**src/design/gpio_pkg.sv**
```systemverilog
// Shared constants, bus carriers and state layout for the port I/O block
package gpio_pkg;
   localparam int unsigned NUM_PORTS = 6;
   localparam int unsigned PORT_W = 8;
   localparam int unsigned PIN_W = 48;
   localparam int unsigned NIB_W = 4;
   // Port indices inside the latch array
   localparam int unsigned PORT_TWO = 0;
   localparam int unsigned PORT_THREE = 1;
   localparam int unsigned FIRST_NIB_PORT = 2;
   // Register addresses in the special-function space
   localparam logic [7:0] ADDR_PORT_TWO = 8'hA0;
   localparam logic [7:0] ADDR_PORT_THREE = 8'hB0;
   localparam logic [7:0] ADDR_PORT_FOUR = 8'h84;
   localparam logic [7:0] ADDR_PORT_FIVE = 8'h85;
   localparam logic [7:0] ADDR_PORT_SIX = 8'h86;
   localparam logic [7:0] ADDR_PORT_SEVEN = 8'h87;
   localparam logic [7:0] ADDR_TWO_DRIVE = 8'hA6;
   localparam logic [7:0] ADDR_THREE_DRIVE = 8'hA7;
   localparam logic [7:0] ADDR_EDGE_FLAGS = 8'hAD;
   localparam logic [7:0] ADDR_NIB_DRIVE = 8'hB5;
   // Bit-addressable registers sit on addresses with these low bits clear
   localparam logic [2:0] BIT_ADDR_LOW = 3'h0;
   // Reset values
   localparam logic [7:0] LATCH_RST = 8'hFF;
   localparam logic [7:0] DRIVE_RST = 8'h00;
   localparam logic [1:0] PEND_RST = 2'h0;
   localparam logic [1:0] POL_RST = 2'h0;
   localparam logic [1:0] PREV_RST = 2'h3;
   localparam logic [7:0] RDATA_RST = 8'h00;
   // Edge flag register layout; index 0 is input six, index 1 is input seven
   localparam int unsigned PEND_SIX_BIT = 6;
   localparam int unsigned PEND_SEVEN_BIT = 7;
   localparam int unsigned POL_SIX_BIT = 2;
   localparam int unsigned POL_SEVEN_BIT = 3;
   // Pin positions of the two edge inputs (port three bits six and seven)
   localparam int unsigned PIN_EDGE_SIX = 14;
   localparam int unsigned PIN_EDGE_SEVEN = 15;
   localparam int unsigned EXTERNAL_MEMORY_INTERFACE_HIGH_BYTE = 8;

   typedef struct packed {
      logic [7:0] addr;
      logic wr;
      logic rd;
      logic rmw;
      logic bit_en;
      logic [2:0] bit_sel;
      logic [7:0] wdata;
   } sfr_req_s;

   typedef struct packed {
      logic active;
      logic muxed;
      logic data_drive;
      logic [15:0] addr;
      logic [7:0] data;
   } external_memory_interface_s;

   typedef struct packed {
      logic [NUM_PORTS-1:0][7:0] latch;
      logic [7:0] two_drive;
      logic [7:0] three_drive;
      logic [7:0] nib_drive;
      logic [1:0] pend;
      logic [1:0] pol;
      logic [1:0] prev;
      logic [1:0] irq;
      logic [7:0] rdata;
      logic [PIN_W-1:0] pin_out;
      logic [PIN_W-1:0] pin_oe;
      logic [PIN_W-1:0] pullup_en;
   } port_state_s;
endpackage

```
**src/design/port_io_block.sv**
```systemverilog
// Port two to seven latches, drive modes, readback and port-three edge flags
module port_io_block
   import gpio_pkg::*;
(
   // Clock and reset
   input wire logic i_core_clk,
   input wire logic i_sys_rst,
   // Special-function register access
   input wire sfr_req_s i_sfr,
   output logic [7:0] o_sfr_rdata,
   // Crossbar and memory interface controls
   input wire logic [PIN_W-1:0] i_force_open_drain,
   input wire logic i_pullup_global_disable,
   input wire external_memory_interface_s i_external_memory_interface,
   // Pins, port two in bits 7:0 up to port seven in bits 47:40
   input wire logic [PIN_W-1:0] i_pin_in,
   output logic [PIN_W-1:0] o_pin_out,
   output logic [PIN_W-1:0] o_pin_oe,
   output logic [PIN_W-1:0] o_pullup_en,
   // Requests toward the interrupt controller, index 0 is input six
   output logic [1:0] o_edge_irq
);

   port_state_s st_r;
   port_state_s st_nxt;

   function automatic logic [7:0] port_addr(input int unsigned k);
      logic [7:0] a;
      a = ADDR_PORT_SEVEN;
      if (k == 0) begin
         a = ADDR_PORT_TWO;
      end else if (k == 1) begin
         a = ADDR_PORT_THREE;
      end else if (k == 2) begin
         a = ADDR_PORT_FOUR;
      end else if (k == 3) begin
         a = ADDR_PORT_FIVE;
      end else if (k == 4) begin
         a = ADDR_PORT_SIX;
      end
      return a;
   endfunction

   function automatic logic bit_addressable(input logic [7:0] a);
      return a[2:0] == BIT_ADDR_LOW;
   endfunction

   // Push-pull select of one pin from the per-pin or per-nibble registers
   function automatic logic push_pull(input port_state_s s, input int unsigned k,
                                      input int unsigned b);
      logic pp;
      if (k == PORT_TWO) begin
         pp = s.two_drive[b];
      end else if (k == PORT_THREE) begin
         pp = s.three_drive[b];
      end else begin
         pp = s.nib_drive[(k - FIRST_NIB_PORT) * 2 + b / NIB_W];
      end
      return pp;
   endfunction

   logic byte_wr;
   logic bit_wr;
   assign byte_wr = i_sfr.wr && !i_sfr.bit_en;
   assign bit_wr = i_sfr.wr && i_sfr.bit_en && bit_addressable(i_sfr.addr);

   always_comb begin
      logic val;
      logic drv;
      logic edge_seen;
      logic pin_now;
      int unsigned p;
      val = 1'b0;
      drv = 1'b0;
      edge_seen = 1'b0;
      pin_now = 1'b0;
      p = 0;
      st_nxt = st_r;

      // Latch writes; nibble ports accept whole bytes only
      for (int unsigned k = 0; k < NUM_PORTS; k++) begin
         if (i_sfr.addr == port_addr(k)) begin
            if (byte_wr) begin
               st_nxt.latch[k] = i_sfr.wdata;
            end else if (bit_wr) begin
               st_nxt.latch[k][i_sfr.bit_sel] = i_sfr.wdata[0];
            end
         end
      end

      if (byte_wr) begin
         if (i_sfr.addr == ADDR_TWO_DRIVE) begin
            st_nxt.two_drive = i_sfr.wdata;
         end else if (i_sfr.addr == ADDR_THREE_DRIVE) begin
            st_nxt.three_drive = i_sfr.wdata;
         end else if (i_sfr.addr == ADDR_NIB_DRIVE) begin
            st_nxt.nib_drive = i_sfr.wdata;
         end else if (i_sfr.addr == ADDR_EDGE_FLAGS) begin
            // Only the four defined bits are stored
            st_nxt.pend = {i_sfr.wdata[PEND_SEVEN_BIT], i_sfr.wdata[PEND_SIX_BIT]};
            st_nxt.pol = {i_sfr.wdata[POL_SEVEN_BIT], i_sfr.wdata[POL_SIX_BIT]};
         end
      end

      // Edge detection; a detected edge beats a clear in the same cycle
      for (int unsigned e = 0; e < 2; e++) begin
         pin_now = i_pin_in[PIN_EDGE_SIX + e];
         if (st_r.pol[e]) begin
            edge_seen = !st_r.prev[e] && pin_now;
         end else begin
            edge_seen = st_r.prev[e] && !pin_now;
         end
         if (edge_seen) begin
            st_nxt.pend[e] = 1'b1;
         end
         st_nxt.prev[e] = pin_now;
      end
      st_nxt.irq = st_nxt.pend;

      // Register readback
      if (i_sfr.rd) begin
         st_nxt.rdata = RDATA_RST;
         for (int unsigned k = 0; k < NUM_PORTS; k++) begin
            if (i_sfr.addr == port_addr(k)) begin
               if (i_sfr.rmw) begin
                  st_nxt.rdata = st_r.latch[k];
               end else begin
                  st_nxt.rdata = i_pin_in[k*PORT_W +: PORT_W];
               end
            end
         end
         if (i_sfr.addr == ADDR_TWO_DRIVE) begin
            st_nxt.rdata = st_r.two_drive;
         end else if (i_sfr.addr == ADDR_THREE_DRIVE) begin
            st_nxt.rdata = st_r.three_drive;
         end else if (i_sfr.addr == ADDR_NIB_DRIVE) begin
            st_nxt.rdata = st_r.nib_drive;
         end else if (i_sfr.addr == ADDR_EDGE_FLAGS) begin
            st_nxt.rdata[PEND_SEVEN_BIT] = st_r.pend[1];
            st_nxt.rdata[PEND_SIX_BIT] = st_r.pend[0];
            st_nxt.rdata[POL_SEVEN_BIT] = st_r.pol[1];
            st_nxt.rdata[POL_SIX_BIT] = st_r.pol[0];
         end
      end

      // Pin drivers, computed from the updated latches
      for (int unsigned k = 0; k < NUM_PORTS; k++) begin
         for (int unsigned b = 0; b < PORT_W; b++) begin
            p = k * PORT_W + b;
            val = st_nxt.latch[k][b];
            drv = 1'b1;
            if (i_external_memory_interface.active && k == PORT_TWO) begin
               if (i_external_memory_interface.muxed) begin
                  val = i_external_memory_interface.addr[EXTERNAL_MEMORY_INTERFACE_HIGH_BYTE + b];
               end else begin
                  val = i_external_memory_interface.addr[b];
               end
            end else if (i_external_memory_interface.active && k == PORT_THREE) begin
               val = i_external_memory_interface.data[b];
               drv = i_external_memory_interface.data_drive;
            end
            if (push_pull(st_nxt, k, b) && !i_force_open_drain[p]) begin
               st_nxt.pin_oe[p] = drv;
            end else begin
               st_nxt.pin_oe[p] = drv && !val;
            end
            st_nxt.pin_out[p] = val;
            st_nxt.pullup_en[p] = !i_pullup_global_disable
                                  && !(st_nxt.pin_oe[p] && !val);
         end
      end
   end

   always_ff @(posedge i_core_clk) begin
      if (i_sys_rst) begin
         st_r.latch <= {NUM_PORTS{LATCH_RST}};
         st_r.two_drive <= DRIVE_RST;
         st_r.three_drive <= DRIVE_RST;
         st_r.nib_drive <= DRIVE_RST;
         st_r.pend <= PEND_RST;
         st_r.pol <= POL_RST;
         st_r.prev <= PREV_RST;
         st_r.irq <= PEND_RST;
         st_r.rdata <= RDATA_RST;
         st_r.pin_out <= {PIN_W{1'b1}};
         st_r.pin_oe <= '0;
         st_r.pullup_en <= {PIN_W{1'b1}};
      end else begin
         st_r <= st_nxt;
      end
   end

   assign o_sfr_rdata = st_r.rdata;
   assign o_pin_out = st_r.pin_out;
   assign o_pin_oe = st_r.pin_oe;
   assign o_pullup_en = st_r.pullup_en;
   assign o_edge_irq = st_r.irq;
endmodule

```
**config.mk**
```make
export PLATFORM = sky130hd
export DESIGN_NAME = port_io_block
export DESIGN_NICKNAME = d
export VERILOG_FILES = /design/src/design/gpio_pkg.sv /design/src/design/port_io_block.sv
export SDC_FILE = /design/constraint.sdc
export NUM_CORES = 1
export LEC_CHECK = 0
export CORE_MARGIN = 1.5
export CORE_UTILIZATION = 46
export DETAILED_ROUTE_END_ITERATION = 8
export DONT_BUFFER_PORTS = 1
export SLEW_MARGIN = 10
export SYNTH_ARGS = -nofsm -noshare
export SYNTH_HDL_FRONTEND = slang
export SYNTH_SLANG_ARGS = --single-unit
```
**constraint.sdc**
```tcl
create_clock -name i_core_clk -period 5.9 [get_ports i_core_clk]
set_input_delay 0.295 -clock i_core_clk [delete_from_list [all_inputs] [get_ports i_core_clk]]
set_output_delay 0.295 -clock i_core_clk [all_outputs]
set_load 0.01 [all_outputs]
```
==> metrics.md <==
| Metric | Value |
|---|---|
| Cell area power density | 293 mW/mm2 |
| Root Driver | clkbuf_16 |
| Core box area | 0.0202 mm2 |
| Syn_nets | 1202 |
| I/O pin total | 303 |
| Commonest cells after routing, fill and taps aside | 198 x dfxtp_1, 78 x o21ai_0, 74 x a21oi_1, 68 x nand2_1, 49 x mux2i_1 |
| CP Max Fanout | 19 |
| Area leader, netlist | dfxtp_1 |
| Final-report hold violation count | 0 |
| Max-cap violations | 0 |
| Outcome | complete, no violations |
| Initial antenna violation count | 0 |
| Netlist cell types | 68 |
| DP Cell Count | 1116 |
| CTS tree | done |
| Rows | 52 |
| Grt total ovfl | 0 |
| Static leakage | 3.52 nW |
| RSZ-0062 raised after global routing | false |
| Worst skew pair latency | 0.45 ns |
| Reg-to-reg setup timing slack | 4.21 ns |
| CP required | approximately 6.2 ns |
| Total Neg Setup Slack | 0 ns |
| Flops & latches, synth | a little under 200 |
| ANT nets after route | 0 |
| Met1 Usage GRT | 0.404 |
| Critical path type | primary input to flop |
| Routed vias | 7449 |
| Final Slew Violations | 0 |
| P&R area growth vs syn | 0.846% |
| Clk buf depth | 2 |
| Setup crit end kind | flop |
| Mean post-synth cell area | about 9 um2 |
| RePlAce Congestion | 0.941 |
| Nets@finish | 1062 |
| Detailed Place HPWL | about 25 mm |
| # setup viols final | 0 |
| Worst min path class | primary input to flop |
| Cts bufs inserted | 17 |
| Final wirelength | 33.6 mm |
| Fraction of final layout cells with drive strength greater than 1 | 0.0865 |
| Final non-filler cell area | 0.00955 mm2 |
| DRT iter0 DRCs | 831 |
| Worst-path clk slew | around 0.07 ns |
| Layer with the highest usage | met2 |
| First-pass GRT wire length | 48.1 mm |
| DR pass1 iterations | 5 |
| Htree depth | 4 |
| Initial core utilization | 0.468 |
| Period utilisation layout | 0.476 |
| Die area | about 0.021 mm2 |
| Met3 Use GR | 0.0841 |
| Overall routing resource usage | 0.307 |
| Vias in the first global route | 7017 |
| Synth Flop Type | dfxtp_1 |
| IO buf count | 0 |
| Post-CTS resize count | 0 |
| Max Fclk | ~360 MHz |
| Layout Skew | 0.0109 ns |
| EDFF count, synth | 0 |
| CP delay by family, top | compound AO/OA/AOI/OAI gates |
| Async S/R FF share, synth | 0 |
| Post-Syn Area | 0.00947 mm2 |
| Dpl cell area | between 0.008 and 0.009 mm2 |
| Post-synthesis sequential area ratio | 0.419 |
| Slowest stage delay, CP | 0.89 ns |
| Post-Synthesis Cells | 1053 |
| Top cells by area, synth | dfxtp_1 42%, buf_4 12%, mux2i_1 5.2%, o21ai_0 4.1%, a21oi_1 3.9% |
| Crit path cell chain | or4b_1, o32ai_2, a21boi_1, a21oi_1, o21ai_0, dlygate4sd3_1 |
| Min cycle time layout | 2.81 ns |
| Worst EP arrival | 3.14 ns |
| Vias per cell | 6.23 |
| Clk sink count | between 150 and 200 |
| Seq. cell area | 0.00396 mm2 |
| Fill cells | 1962 |
| Worst rel slew slack | 0.175 |
| Yosys warns | 0 |
| Drt wl/cell | 28.1 um |
| Most common cell after layout, fill and taps aside | dfxtp_1 |
| Multi-input gate area in the final layout | 0.00402 mm2 |
| CP startpoint kind | primary input |
| Worst Path Buf+Inv | 1 |
| Top-area cell type share of the netlist area | 0.419 |
| Drt drc | 0 |
| Fin cells | 1196 |
| DIE WIDTH | 146 um |
| Die H | approximately 150 um |
| Slowest CP cell | o32ai_2 |
| Largest net degree at the start of global routing | between 50 and 60 |
| Worst vdd ir | 0.175 mV |
| Postcts setup bufs | 0 |
| Slew @ Worst Pin | 1.22 ns |
| Grt met2 use | 0.485 |
-- layer usage --
layer  vias up  routed length, um
li1       3336                  -
met1      3644              14100
met2       419              15500
met3        50               3090
met4         0                884
met5         -                  0
-- final timing paths --
| check | endpoint | cells past startpoint | from |
|---|---|---|---|
| setup / recovery | o_pin_out[14] | 6 | i_sfr[15] |
| hold reg to reg | st_r[191] | 2 | st_r[191] |
| hold / removal | o_pin_oe[31] | 1 | i_force_open_drain[31] |
| setup reg to reg | o_sfr_rdata[3] | 5 | st_r[219] |
-- where the power goes --
group / leakage (nW) / internal [mW] / switching [mW] / total (mW)
Combinational: 1.61 / 0.0800 / 0.107 / 0.187
Clock: 0.294 / 0.673 / 0.541 / 1.21
Sequential: 1.62 / 1.37 / 0.0322 / 1.40
Total: 3.52 / 2.12 / 0.680 / 2.80
-- final cells by class --
class	count	share of cell area
Clock inverter	9	0.0118
Antenna cell	1	0.000262
Tap cell	270	0.0354
Multi-Input combinational cell	619	0.421
Inverter	22	0.00865
Sequential cell	198	0.415
Timing Repair Buffer	55	0.0569
Clock buffer	22	0.0507
-- synthesized netlist by cell type, types with 6 or more instances --
library cell,n
nor3_1,13
o22ai_1,6
a32oi_1,8
and2_1,20
a211o_1,8
inv_1,21
o32a_1,6
buf_4,154
a22o_1,7
or3_1,9
nand2b_1,9
o21ai_0,78
nand2_1,68
nor2b_1,15
mux2i_1,49
mux2_2,21
a21oi_1,74
or2_2,7
o31ai_1,9
nand3_1,36
a221o_1,12
dfxtp_1,198
a31oi_1,11
a21o_1,6
clkbuf_1,48
nor2_1,49
a211oi_1,24
-- through the flow --
stage / hold WS, ns / power [mW] / setup slack [ns] / util
2_1_floorplan: 0.400 / 1.60 / 3.54 / -
3_3_place_gp: 0.379 / 1.58 / 2.91 / 0.418
3_5_place_dp: 0.379 / 1.58 / 2.85 / 0.418
4_1_cts: 0.00152 / 2.81 / 3.15 / 0.472
5_1_grt: 0.0147 / 2.88 / 3.04 / 0.472
6_report: 0.0136 / 2.80 / 3.09 / 0.472
-- cells by family (layout without fill, tap and decap cells) --
group                  count (synthesis)  count (layout)  share of synthesized area
AO/OA/AOI/OAI                        295             295                      0.210
XOR/XNOR                               1               1                   0.000925
buffers and inverters                236             108                      0.157
flip-flops                           198             198                      0.419
multiplexers                          70              70                     0.0768
other                                  0               1                          0
AND/OR/NAND/NOR                      253             253                      0.137
-- repair_timing --
item                                    CTS  global route
endpoints found under the setup margin    0             0
endpoints found under the hold margin    84             0
hold buffers                             48             0
-- state kept, by name (all words and copies together) (netlist names) --
| register | flops |
|---|---|
| o_sfr_rdata | 8 |
| st_r | 73 |
| o_pullup_en | 48 |
| o_edge_irq | 2 |
| o_pin_oe | 48 |
| o_pin_out | 19 |
Power figures use the tool's default switching activity.
